$ cat src/hdl/isp_access_pkg.sv
// Purpose: shared constants and types for the programming access block
// Assumes: 32-bit apb, one word per register
// Notes:   serial frame and host command share the cmd_t layout
package isp_access_pkg;

    // register byte offsets
    localparam logic [7:0] OFS_CTRL     = 8'h00;
    localparam logic [7:0] OFS_PROT     = 8'h04;
    localparam logic [7:0] OFS_HOST_CMD = 8'h08;
    localparam logic [7:0] OFS_STATUS   = 8'h0c;

    // field positions
    localparam int CTRL_SER_EN  = 0;
    localparam int PROT_SEC_LSB = 8;
    localparam int ST_LOCK      = 0;
    localparam int ST_HOST_BUSY = 1;
    localparam int ST_HOST_REF  = 2;
    localparam int ST_SER_ON    = 3;
    localparam int ST_SER_REF   = 4;
    localparam int ST_CFG_LSB   = 8;

    // port c pin positions in serial mode
    localparam int PIN_MODE = 0;
    localparam int PIN_CLK  = 1;
    localparam int PIN_STAT = 3;
    localparam int PIN_ERR  = 4;
    localparam int PIN_DIN  = 5;
    localparam int PIN_DOUT = 6;

    // array sizes and shipped values
    localparam int         PRIMARY_SECTORS   = 8;
    localparam int         SECONDARY_SECTORS = 4;
    localparam int         PROT_W            = PRIMARY_SECTORS + SECONDARY_SECTORS;
    localparam logic [7:0] ERASED_BYTE       = 8'hff;
    localparam logic [7:0] CFG_RESET         = 8'h00;
    localparam logic [11:0] PROT_RESET       = 12'h000;
    localparam logic       LOCK_RESET        = 1'b0;

    typedef enum logic [3:0] {
        OP_NONE, OP_PROG, OP_ERASE, OP_CHIP_ERASE, OP_SET_LOCK, OP_WR_PROT, OP_WR_CFG
    } op_t;

    typedef enum logic [3:0] {
        TGT_PRIMARY, TGT_SECONDARY, TGT_DECODE_LA, TGT_GENERAL_LA, TGT_CONFIG, TGT_OTP
    } target_t;

    typedef enum logic [1:0] {SRC_SERIAL, SRC_PROGRAMMER, SRC_HOST} source_t;

    typedef enum logic [1:0] {FETCH_PRIMARY, FETCH_SECONDARY, FETCH_SRAM, FETCH_OTHER} fetch_t;

    typedef struct packed {
        op_t        op;
        target_t    target;
        logic [7:0] sector;
        logic [7:0] data;
    } cmd_t;

    typedef struct packed {
        logic    valid;
        source_t src;
        cmd_t    cmd;
    } grant_t;

endpackage

$ cat src/hdl/isp_access_and_protection.sv
// Purpose: decides which programming path may modify which block
// Assumes: port c and strap async, rest on ref_clk
// Notes:   accepted ops leave as one-cycle grants
//
// Design decisions made here: the APB slave port and the register offsets.

// Behaviour
// serial mode maps port c pins to test signals
// status and error pins are optional extras
// serial port programs whole device without host
// host programs memory it does not run from; code allows secondary only when host_fetch is FETCH_PRIMARY
// per-path table of programmable blocks
// security lock never writable by host
// only full-chip erase clears security lock
// per-sector protection for both memories
// shipped state: config zero, erased data ones
// serial disabled: pins keep function, traffic ignored
module isp_access_and_protection (
    input  wire logic                  ref_clk,
    input  wire logic                  resetn,
    input  wire logic                  ce,
    input  wire logic                  psel,
    input  wire logic                  penable,
    input  wire logic                  pwrite,
    input  wire logic [7:0]            paddr,
    input  wire logic [31:0]           pwdata,
    output logic      [31:0]           prdata,
    output logic                       pready,
    output logic                       pslverr,
    input  wire logic                  serial_pin_en,
    input  wire logic [7:0]            portc_in,
    input  wire logic [7:0]            func_out,
    input  wire logic [7:0]            func_oe_n,
    output logic      [7:0]            portc_out,
    output logic      [7:0]            portc_oe_n,
    input  wire isp_access_pkg::fetch_t host_fetch,
    input  wire logic                  ipg_valid,
    input  wire isp_access_pkg::cmd_t  ipg_cmd,
    output logic                       ipg_ready,
    output logic                       ipg_refused,
    output isp_access_pkg::grant_t     nvm_grant,
    output logic                       security_lock,
    output logic      [7:0]            cfg_out
);
    localparam int FRAME_W = $bits(isp_access_pkg::cmd_t);
    localparam int PW      = isp_access_pkg::PROT_W;

    // two-flop synchronisers: port c and strap
    logic [8:0] sync1_q, sync2_q;
    always_ff @(posedge ref_clk or negedge resetn)
    begin
        if (!resetn)
        begin
            sync1_q <= 9'h000;
            sync2_q <= 9'h000;
        end
        else if (ce)
        begin
            sync1_q <= {serial_pin_en, portc_in};
            sync2_q <= sync1_q;
        end
    end

    logic ctrl_ser_en_q, ctrl_ser_en_d;
    logic ser_on;
    // strap alone opens the port, no host step needed
    assign ser_on = ctrl_ser_en_q | sync2_q[8];

    logic                       frame_valid, tdo;
    isp_access_pkg::cmd_t       frame;
    logic [FRAME_W-1:0]         resp;
    logic                       lock_q, lock_d;
    logic [PW-1:0]              prot_q, prot_d;
    logic [7:0]                 cfg_q, cfg_d;
    logic                       ser_ref_q, ser_ref_d;

    // lock hides cfg and prot from serial read-back
    assign resp = lock_q ? {8'h00, 1'b1, ser_ref_q, 14'h0000}
                         : {cfg_q, 1'b0, ser_ref_q, 2'b00, prot_q};

    serial_frame_shifter #(
        .FRAME_W (FRAME_W)
    ) u_shift (
        .ref_clk     (ref_clk),
        .resetn      (resetn),
        .ce          (ce),
        .enable      (ser_on),
        .mode_sel    (sync2_q[isp_access_pkg::PIN_MODE]),
        .test_clk    (sync2_q[isp_access_pkg::PIN_CLK]),
        .data_in     (sync2_q[isp_access_pkg::PIN_DIN]),
        .resp        (resp),
        .frame_valid (frame_valid),
        .frame       (frame),
        .data_out    (tdo)
    );

    // pending requests from the three paths
    logic                 ser_pend_q, ser_pend_d, ipg_pend_q, ipg_pend_d;
    logic                 host_pend_q, host_pend_d;
    isp_access_pkg::cmd_t ser_cmd_q, ser_cmd_d, ipg_cmd_q, ipg_cmd_d;
    isp_access_pkg::cmd_t host_cmd_q, host_cmd_d;
    logic                 ipg_ready_q, ipg_ref_q, ipg_ref_d, host_ref_q, host_ref_d;
    isp_access_pkg::grant_t grant_q, grant_d;

    // apb state
    logic [31:0] prdata_q, prdata_d;
    logic        pready_q, pready_d, pslverr_q, pslverr_d;
    logic        setup, access, hcmd_wr;
    assign setup  = psel & ~penable;
    assign access = psel & penable & pready_q & ~pslverr_q;
    assign hcmd_wr = access & pwrite & (paddr == isp_access_pkg::OFS_HOST_CMD);

    // apb decode; zero wait states
    always_comb
    begin
        prdata_d  = prdata_q;
        pready_d  = 1'b0;
        pslverr_d = 1'b0;
        if (setup)
        begin
            pready_d = 1'b1;
            prdata_d = 32'h0000_0000;
            if (paddr == isp_access_pkg::OFS_CTRL)
                prdata_d[isp_access_pkg::CTRL_SER_EN] = ctrl_ser_en_q;
            else if (paddr == isp_access_pkg::OFS_PROT)
                prdata_d[PW-1:0] = prot_q;
            else if (paddr == isp_access_pkg::OFS_HOST_CMD)
            begin
                prdata_d[FRAME_W-1:0] = host_cmd_q;
                pslverr_d = pwrite & host_pend_q; // busy: command dropped
            end
            else if (paddr == isp_access_pkg::OFS_STATUS)
            begin
                prdata_d[isp_access_pkg::ST_LOCK]      = lock_q;
                prdata_d[isp_access_pkg::ST_HOST_BUSY] = host_pend_q;
                prdata_d[isp_access_pkg::ST_HOST_REF]  = host_ref_q;
                prdata_d[isp_access_pkg::ST_SER_ON]    = ser_on;
                prdata_d[isp_access_pkg::ST_SER_REF]   = ser_ref_q;
                prdata_d[isp_access_pkg::ST_CFG_LSB +: 8] = cfg_q;
            end
            else
                pslverr_d = 1'b1; // unmapped address
        end
    end

    // arbitration and access decision
    isp_access_pkg::source_t src;
    isp_access_pkg::cmd_t    cmd;
    logic issue, refuse, mem, sec_ok, prot_hit, host, ser;
    always_comb
    begin
        issue = ser_pend_q | ipg_pend_q | host_pend_q;
        src   = isp_access_pkg::SRC_HOST;
        cmd   = host_cmd_q;
        if (ser_pend_q)
        begin
            src = isp_access_pkg::SRC_SERIAL;
            cmd = ser_cmd_q;
        end
        else if (ipg_pend_q)
        begin
            src = isp_access_pkg::SRC_PROGRAMMER;
            cmd = ipg_cmd_q;
        end
        host = (src == isp_access_pkg::SRC_HOST);
        ser  = (src == isp_access_pkg::SRC_SERIAL);
        mem  = (cmd.target == isp_access_pkg::TGT_PRIMARY) ||
               (cmd.target == isp_access_pkg::TGT_SECONDARY);
        sec_ok   = 1'b1;
        prot_hit = 1'b0;
        if (cmd.target == isp_access_pkg::TGT_PRIMARY)
        begin
            sec_ok   = cmd.sector < 8'(isp_access_pkg::PRIMARY_SECTORS);
            prot_hit = prot_q[cmd.sector[2:0]];
        end
        else if (cmd.target == isp_access_pkg::TGT_SECONDARY)
        begin
            sec_ok   = cmd.sector < 8'(isp_access_pkg::SECONDARY_SECTORS);
            prot_hit = prot_q[isp_access_pkg::PROT_SEC_LSB + 32'(cmd.sector[1:0])];
        end
        refuse = 1'b0;
        case (cmd.op)
            isp_access_pkg::OP_PROG, isp_access_pkg::OP_ERASE:
            begin
                if (cmd.target > isp_access_pkg::TGT_OTP)
                    refuse = 1'b1;
                if (host && !mem && cmd.target != isp_access_pkg::TGT_OTP)
                    refuse = 1'b1;
                if (ser && cmd.target == isp_access_pkg::TGT_OTP)
                    refuse = 1'b1;
                if (cmd.op == isp_access_pkg::OP_ERASE &&
                    cmd.target == isp_access_pkg::TGT_OTP)
                    refuse = 1'b1;
                if (host && cmd.target == isp_access_pkg::TGT_PRIMARY &&
                    host_fetch == isp_access_pkg::FETCH_PRIMARY)
                    refuse = 1'b1;
                if (host && cmd.target == isp_access_pkg::TGT_SECONDARY &&
                    host_fetch != isp_access_pkg::FETCH_PRIMARY)
                    refuse = 1'b1;
                if (mem && (!sec_ok || prot_hit))
                    refuse = 1'b1;
                if (!host && lock_q)
                    refuse = 1'b1; // locked part takes no prog or erase from serial or programmer
            end
            isp_access_pkg::OP_CHIP_ERASE: refuse = host;
            isp_access_pkg::OP_SET_LOCK:   refuse = host;
            isp_access_pkg::OP_WR_PROT:    refuse = !mem || (!host && lock_q);
            isp_access_pkg::OP_WR_CFG:     refuse = host || lock_q;
            default:                       refuse = 1'b1;
        endcase
    end

    // protected state, request queues and grant
    always_comb
    begin
        lock_d        = lock_q;
        prot_d        = prot_q;
        cfg_d         = cfg_q;
        ctrl_ser_en_d = ctrl_ser_en_q;
        ser_ref_d     = ser_ref_q;
        ipg_ref_d     = 1'b0;
        host_ref_d    = host_ref_q;
        ser_cmd_d     = frame_valid ? frame : ser_cmd_q;
        ipg_cmd_d     = (ipg_valid && ipg_ready_q) ? ipg_cmd : ipg_cmd_q;
        host_cmd_d    = hcmd_wr ? isp_access_pkg::cmd_t'(pwdata[FRAME_W-1:0]) : host_cmd_q;
        // set wins over clear
        ser_pend_d  = (ser_pend_q & ~(issue & ser)) | frame_valid;
        ipg_pend_d  = (ipg_pend_q & ~(issue & src == isp_access_pkg::SRC_PROGRAMMER)) |
                      (ipg_valid & ipg_ready_q);
        host_pend_d = (host_pend_q & ~(issue & host)) | hcmd_wr;
        if (access && pwrite && paddr == isp_access_pkg::OFS_CTRL)
            ctrl_ser_en_d = pwdata[isp_access_pkg::CTRL_SER_EN];
        if (access && pwrite && paddr == isp_access_pkg::OFS_PROT)
            prot_d = pwdata[PW-1:0];
        grant_d       = '0;
        grant_d.src   = src;
        grant_d.cmd   = cmd;
        if (issue)
        begin
            if (ser)
                ser_ref_d = refuse;
            else if (host)
                host_ref_d = refuse;
            else
                ipg_ref_d = refuse;
            grant_d.valid = ~refuse;
            if (!refuse)
            begin
                case (cmd.op)
                    isp_access_pkg::OP_SET_LOCK: lock_d = 1'b1;
                    isp_access_pkg::OP_CHIP_ERASE:
                    begin
                        lock_d = isp_access_pkg::LOCK_RESET;
                        prot_d = isp_access_pkg::PROT_RESET;
                        cfg_d  = isp_access_pkg::CFG_RESET;
                        grant_d.cmd.data = isp_access_pkg::ERASED_BYTE;
                    end
                    isp_access_pkg::OP_ERASE:
                        grant_d.cmd.data = isp_access_pkg::ERASED_BYTE;
                    isp_access_pkg::OP_WR_PROT:
                        if (cmd.target == isp_access_pkg::TGT_PRIMARY)
                            prot_d[isp_access_pkg::PROT_SEC_LSB-1:0] = cmd.data;
                        else
                            prot_d[PW-1:isp_access_pkg::PROT_SEC_LSB] = cmd.data[3:0];
                    isp_access_pkg::OP_WR_CFG: cfg_d = cmd.data;
                    default: ;
                endcase
            end
        end
    end

    // port c serial overrides
    logic [7:0] ser_in_mask, ser_val, pin_out_d, pin_oe_n_d;
    logic [7:0] pin_out_q, pin_oe_n_q;
    always_comb
    begin
        ser_in_mask = 8'h00;
        ser_val     = 8'h00;
        ser_in_mask[isp_access_pkg::PIN_MODE] = 1'b1;
        ser_in_mask[isp_access_pkg::PIN_CLK]  = 1'b1;
        ser_in_mask[isp_access_pkg::PIN_DIN]  = 1'b1;
        ser_val[isp_access_pkg::PIN_STAT] = ser_pend_q;
        ser_val[isp_access_pkg::PIN_ERR]  = ser_ref_q;
        ser_val[isp_access_pkg::PIN_DOUT] = tdo;
    end

    for (genvar i = 0; i < 8; i++)
    begin : g_pin
        localparam bit IS_SER = (i == isp_access_pkg::PIN_MODE) ||
                                (i == isp_access_pkg::PIN_CLK)  ||
                                (i == isp_access_pkg::PIN_STAT) ||
                                (i == isp_access_pkg::PIN_ERR)  ||
                                (i == isp_access_pkg::PIN_DIN)  ||
                                (i == isp_access_pkg::PIN_DOUT);
        // others keep own function
        assign pin_out_d[i]  = (ser_on && IS_SER) ? ser_val[i] : func_out[i];
        assign pin_oe_n_d[i] = (ser_on && IS_SER) ? ser_in_mask[i] : func_oe_n[i];
    end

    // all registers except the synchronisers; reset is shipped state
    always_ff @(posedge ref_clk or negedge resetn)
    begin
        if (!resetn)
        begin
            lock_q        <= isp_access_pkg::LOCK_RESET;
            prot_q        <= isp_access_pkg::PROT_RESET;
            cfg_q         <= isp_access_pkg::CFG_RESET;
            ctrl_ser_en_q <= 1'b0;
            ser_ref_q     <= 1'b0;
            ipg_ref_q     <= 1'b0;
            host_ref_q    <= 1'b0;
            ser_pend_q    <= 1'b0;
            ipg_pend_q    <= 1'b0;
            host_pend_q   <= 1'b0;
            ser_cmd_q     <= '0;
            ipg_cmd_q     <= '0;
            host_cmd_q    <= '0;
            ipg_ready_q   <= 1'b1;
            grant_q       <= '0;
            prdata_q      <= 32'h0000_0000;
            pready_q      <= 1'b0;
            pslverr_q     <= 1'b0;
            pin_out_q     <= 8'h00;
            pin_oe_n_q    <= 8'hff;
        end
        else if (ce)
        begin
            lock_q        <= lock_d;
            prot_q        <= prot_d;
            cfg_q         <= cfg_d;
            ctrl_ser_en_q <= ctrl_ser_en_d;
            ser_ref_q     <= ser_ref_d;
            ipg_ref_q     <= ipg_ref_d;
            host_ref_q    <= host_ref_d;
            ser_pend_q    <= ser_pend_d;
            ipg_pend_q    <= ipg_pend_d;
            host_pend_q   <= host_pend_d;
            ser_cmd_q     <= ser_cmd_d;
            ipg_cmd_q     <= ipg_cmd_d;
            host_cmd_q    <= host_cmd_d;
            ipg_ready_q   <= ~ipg_pend_d;
            grant_q       <= grant_d;
            prdata_q      <= prdata_d;
            pready_q      <= pready_d;
            pslverr_q     <= pslverr_d;
            pin_out_q     <= pin_out_d;
            pin_oe_n_q    <= pin_oe_n_d;
        end
    end

    assign prdata        = prdata_q;
    assign pready        = pready_q;
    assign pslverr       = pslverr_q;
    assign portc_out     = pin_out_q;
    assign portc_oe_n    = pin_oe_n_q;
    assign ipg_ready     = ipg_ready_q;
    assign ipg_refused   = ipg_ref_q;
    assign nvm_grant     = grant_q;
    assign security_lock = lock_q;
    assign cfg_out       = cfg_q;
endmodule

$ cat src/hdl/serial_frame_shifter.sv
// Purpose: serial test-port frame shifter, sampled on ref_clk
// Assumes: inputs already synchronised
// Notes:   a frame counts only if exactly FRAME_W bits were shifted
module serial_frame_shifter #(
    parameter int FRAME_W = 24
) (
    input  wire logic               ref_clk,
    input  wire logic               resetn,
    input  wire logic               ce,
    input  wire logic               enable,
    input  wire logic               mode_sel,
    input  wire logic               test_clk,
    input  wire logic               data_in,
    input  wire logic [FRAME_W-1:0] resp,
    output logic                    frame_valid,
    output logic [FRAME_W-1:0]      frame,
    output logic                    data_out
);
    localparam int CW = $clog2(FRAME_W + 1);

    if (FRAME_W < 2) $error("FRAME_W must be at least 2");

    logic               clk_prev_q, clk_prev_d, mode_prev_q, mode_prev_d;
    logic [CW-1:0]      cnt_q, cnt_d;
    logic [FRAME_W-1:0] in_q, in_d, out_q, out_d;
    logic               valid_q, valid_d;

    // edge detect and shift
    always_comb
    begin
        clk_prev_d  = test_clk;
        mode_prev_d = mode_sel;
        cnt_d       = cnt_q;
        in_d        = in_q;
        out_d       = out_q;
        valid_d     = 1'b0;
        if (!enable)
        begin
            cnt_d = '0;
        end
        else if (mode_sel && !mode_prev_q)
        begin
            cnt_d = '0;
            out_d = resp;
        end
        else if (mode_sel && test_clk && !clk_prev_q)
        begin
            in_d  = {in_q[FRAME_W-2:0], data_in};
            out_d = {out_q[FRAME_W-2:0], 1'b0};
            if (cnt_q != CW'(FRAME_W + 1))
                cnt_d = cnt_q + CW'(1); // saturates one past a full frame
        end
        else if (!mode_sel && mode_prev_q)
        begin
            valid_d = (cnt_q == CW'(FRAME_W));
        end
    end

    always_ff @(posedge ref_clk or negedge resetn)
    begin
        if (!resetn)
        begin
            clk_prev_q  <= 1'b0;
            mode_prev_q <= 1'b0;
            cnt_q       <= '0;
            in_q        <= '0;
            out_q       <= '0;
            valid_q     <= 1'b0;
        end
        else if (ce)
        begin
            clk_prev_q  <= clk_prev_d;
            mode_prev_q <= mode_prev_d;
            cnt_q       <= cnt_d;
            in_q        <= in_d;
            out_q       <= out_d;
            valid_q     <= valid_d;
        end
    end

    assign frame_valid = valid_q;
    assign frame       = in_q;
    assign data_out    = out_q[FRAME_W-1];
endmodule

$ cat config.mk
export PLATFORM = sky130hd
export DESIGN_NAME = isp_access_and_protection
export DESIGN_NICKNAME = d
export VERILOG_FILES = /design/src/hdl/isp_access_pkg.sv /design/src/hdl/isp_access_and_protection.sv /design/src/hdl/serial_frame_shifter.sv
export SDC_FILE = /design/constraint.sdc
export NUM_CORES = 1
export LEC_CHECK = 0
export BUFFER_PORTS_ARGS = -buffer_cell sky130_fd_sc_hd__clkbuf_2
export CAP_MARGIN = 20
export CORE_MARGIN = 2
export CORE_UTILIZATION = 30
export DETAILED_ROUTE_END_ITERATION = 16
export SLEW_MARGIN = 20
export SYNTH_ARGS = -nofsm -noshare
export SYNTH_HDL_FRONTEND = slang
export SYNTH_SLANG_ARGS = --single-unit
$ cat constraint.sdc
create_clock -name ref_clk -period 4.3 [get_ports ref_clk]
set_input_delay 0 -clock ref_clk [delete_from_list [all_inputs] [get_ports ref_clk]]
set_output_delay 0 -clock ref_clk [all_outputs]
set_load 0.01 [all_outputs]
==> run_results.csv <==
group,metric,value,unit
grt,grt_max_degree,99,
layout,layout_commonest_cell,"dfrtp_1",
worst_setup_path,arrival,3.86,ns
run,maxCapViolations,0,
timing,max_slew_margin,0.384,
cts,cts_tree,"done",
timing,fin_crit,3.44,ns
status,status,"complete, no violations",
grt,grt_pass1_wl,49.1,mm
power_and_ir_drop,power.leakage,0.00647,µW
synthesis,ys_warn_count,0,
floorplan,die_x,194,µm
layout,final_nets,1289,
timing,layout_setup_ws,0.860,ns
timing,period_share,0.800,
worst_setup_path,path_class,"register to register",
power_and_ir_drop,ir_worst_vdd,0.000325,V
synthesis,seq_area_frac_synth,0.539,
worst_setup_path,crit_required,4.72,ns
layout,utilization,0.390,
floorplan,rows,69,
cts,post_cts_buffers,0,
power_and_ir_drop,finalPower,5650,µW
routing,drt_wl_total,31.8,mm
cts,htree_levels,1,
synthesis,syn_area_per_cell,11.4,µm²
timing,fmax,291,MHz
grt,grt_overflow,0,
place,post-place-ws,0.912,ns
synthesis,synthFlopType,"dfrtp_1",
cts,path_clk_slew,0.06,ns
timing,skew,0.00786,ns
routing,viasPerCell,4.98,
timing,hold_viol,0,
floorplan,core,35700,µm²
routing,first_iter_violations,532,
min_path,hold_class,"primary input to register",
timing,finalSetupViolCount,0,
place,numPortBuffers,164,
worst_setup_path,crit_buf_inv,1,
worst_setup_path,worstPathCellList,"buf_4 > mux2i_1 > a21boi_0 > mux2_2 > o211ai_1 > a311oi_1 > nor3_4 > a21oi_1 > o31a_1",
cts,insertion_delay,0.53,ns
layout,drive_gt1_frac,0.335,
routing,num_vias,8320,
worst_setup_path,end_kind,"register",
worst_setup_path,cp_max_fo,14,
timing,maxSlewViolCount,0,
routing,drtPass1Iterations,5,
cts,cts_made_buffers,28,
timing,worst_slew_pin_slew,0.921,ns
layout,area_growth,27.7,%
synthesis,synth-async-reset-ratio,1.00,
routing,ant_nets,0,
timing,rsz0062_at_grt,"no",
place,place_hpwl,22.5,mm
routing,drc,0,
floorplan,io_pins,186,
worst_setup_path,slowest_delay,0.71,ns
floorplan,die_h,194,µm
place,routabilityCongestion,0.816,
synthesis,synth_cell_type_count,62,
synthesis,ys_ff_latch,234,
worst_setup_path,crit_family,"compound AO/OA/AOI/OAI gates",
worst_setup_path,worstSetupStartpointType,"register",
grt,antenna_found_initial,3,
grt,grt_use_total,0.165,
grt,grt_pass1_vias,8231,
synthesis,synth_area,10900,µm²
timing,finalSetupTns,0,ns
cts,clock_sinks,234,
floorplan,die-area,37800,µm²
routing,wire_per_inst,19.1,µm
floorplan,start_util,0.305,
synthesis,synth_edf_count,0,
layout,layout.cells.most_common_list,"dfrtp_1 (225), clkbuf_2 (162), mux2_2 (146)",
synthesis,netlist_instances,955,
cts,cts_root_buffer,"clkbuf_16",
cts,clk_path_buf_depth,3,
worst_setup_path,crit_slowest_cell,"dfrtp_1",
power_and_ir_drop,power.density,406,nW/µm²
## area by class of cell
cell class,instances,area (µm²)
flip-flops and latches,234,5870
inverters,11,41.3
clock buffers,38,830
multi-input cells,650,4700
diodes,1,2.50
fillers,3443,21800
well taps,461,577
clock inverters,12,100
repair buffers,263,1790
## Yosys cell counts, types with 11 or more instances
library cell | instances | area (µm²)
mux2i_1 | 36 | 360
mux2_2 | 146 | 1640
a22o_1 | 12 | 105
a21oi_1 | 45 | 225
dfrtp_1 | 225 | 5630
inv_1 | 11 | 41.3
o21ai_0 | 60 | 300
nand2_1 | 111 | 417
nor2_1 | 39 | 146
o21ai_1 | 14 | 70.1
clkbuf_1 | 43 | 161
nor3b_1 | 18 | 135
o31ai_1 | 13 | 97.6
a22oi_1 | 12 | 90.1
## routing by layer
layer / track usage / vias up / part of all wire
li1: - / 3898 / -
met4: 0.0464 / 2 / 0.024
met3: 0.0342 / 54 / 0.072
met1: 0.229 / 4088 / 0.45
met5: 0 / - / 0.00041
met2: 0.262 / 278 / 0.45
## logic make-up after synthesis
logic type,count (synthesis),share of synthesized area
compound gates,215,0.125
flops,234,0.539
fa+ha+maj,3,0.00345
xor+xnor,3,0.00241
other cells,1,0.000344
buf+inv,78,0.0328
simple gates,237,0.110
mux,184,0.187
## flip-flops by register name (all words and copies together) (netlist names), 4 cells and up
signal	cells
ser_cmd_q	24
sync1_q	4
prdata	24
prot_q	12
sync2_q	4
portc_oe_n	8
ipg_cmd_q	24
cfg_out	8
u_shift.cnt_q	5
u_shift.out_q	24
host_cmd_q	24
u_shift.frame	24
nvm_grant	27
portc_out	8
## path summary, 6_finish.rpt
kind,startpoint,end,slack (ns),depth (start not counted)
worst min-delay path,paddr[3],prdata[13],0.03,3
worst max register to register,ipg_pend_q,prot_q[7],0.86,9
max in group asynchronous,resetn,prdata[18],3.18,3
worst max-delay path,ipg_pend_q,prot_q[7],0.86,9
min in group asynchronous,resetn,u_shift.cnt_q[2],0.08,2
worst min register to register,u_shift.out_q[16],u_shift.out_q[16],0.48,2
## power breakdown
part           internal, µW  switching (µW)
clock network          1410             947
logic                   346             440
registers              2390             122
total                  4140            1510
## timing repair
action                                 4_1_cts  5_1_grt
hold buffers                                81        0
gates resized for setup                      0        0
endpoints found under the hold margin      182        0
## stage by stage
step / hold WS [ns] / instance area, µm² / std cells
3_3_place_gp: 0.0899 / 12200 / 1538
5_1_grt: 0.0539 / 13900 / 1669
6_report: 0.0266 / 13900 / 1670
3_5_place_dp: 0.101 / 12200 / 1538
4_1_cts: 0.00256 / 13900 / 1669
2_1_floorplan: -0.296 / 10900 / 962
## tightest hold or removal path: stages
cell      delay, ns
clkbuf_2       0.24
nand2_1        0.19
o21ai_0        0.09
(Power assumes the default switching activity.)
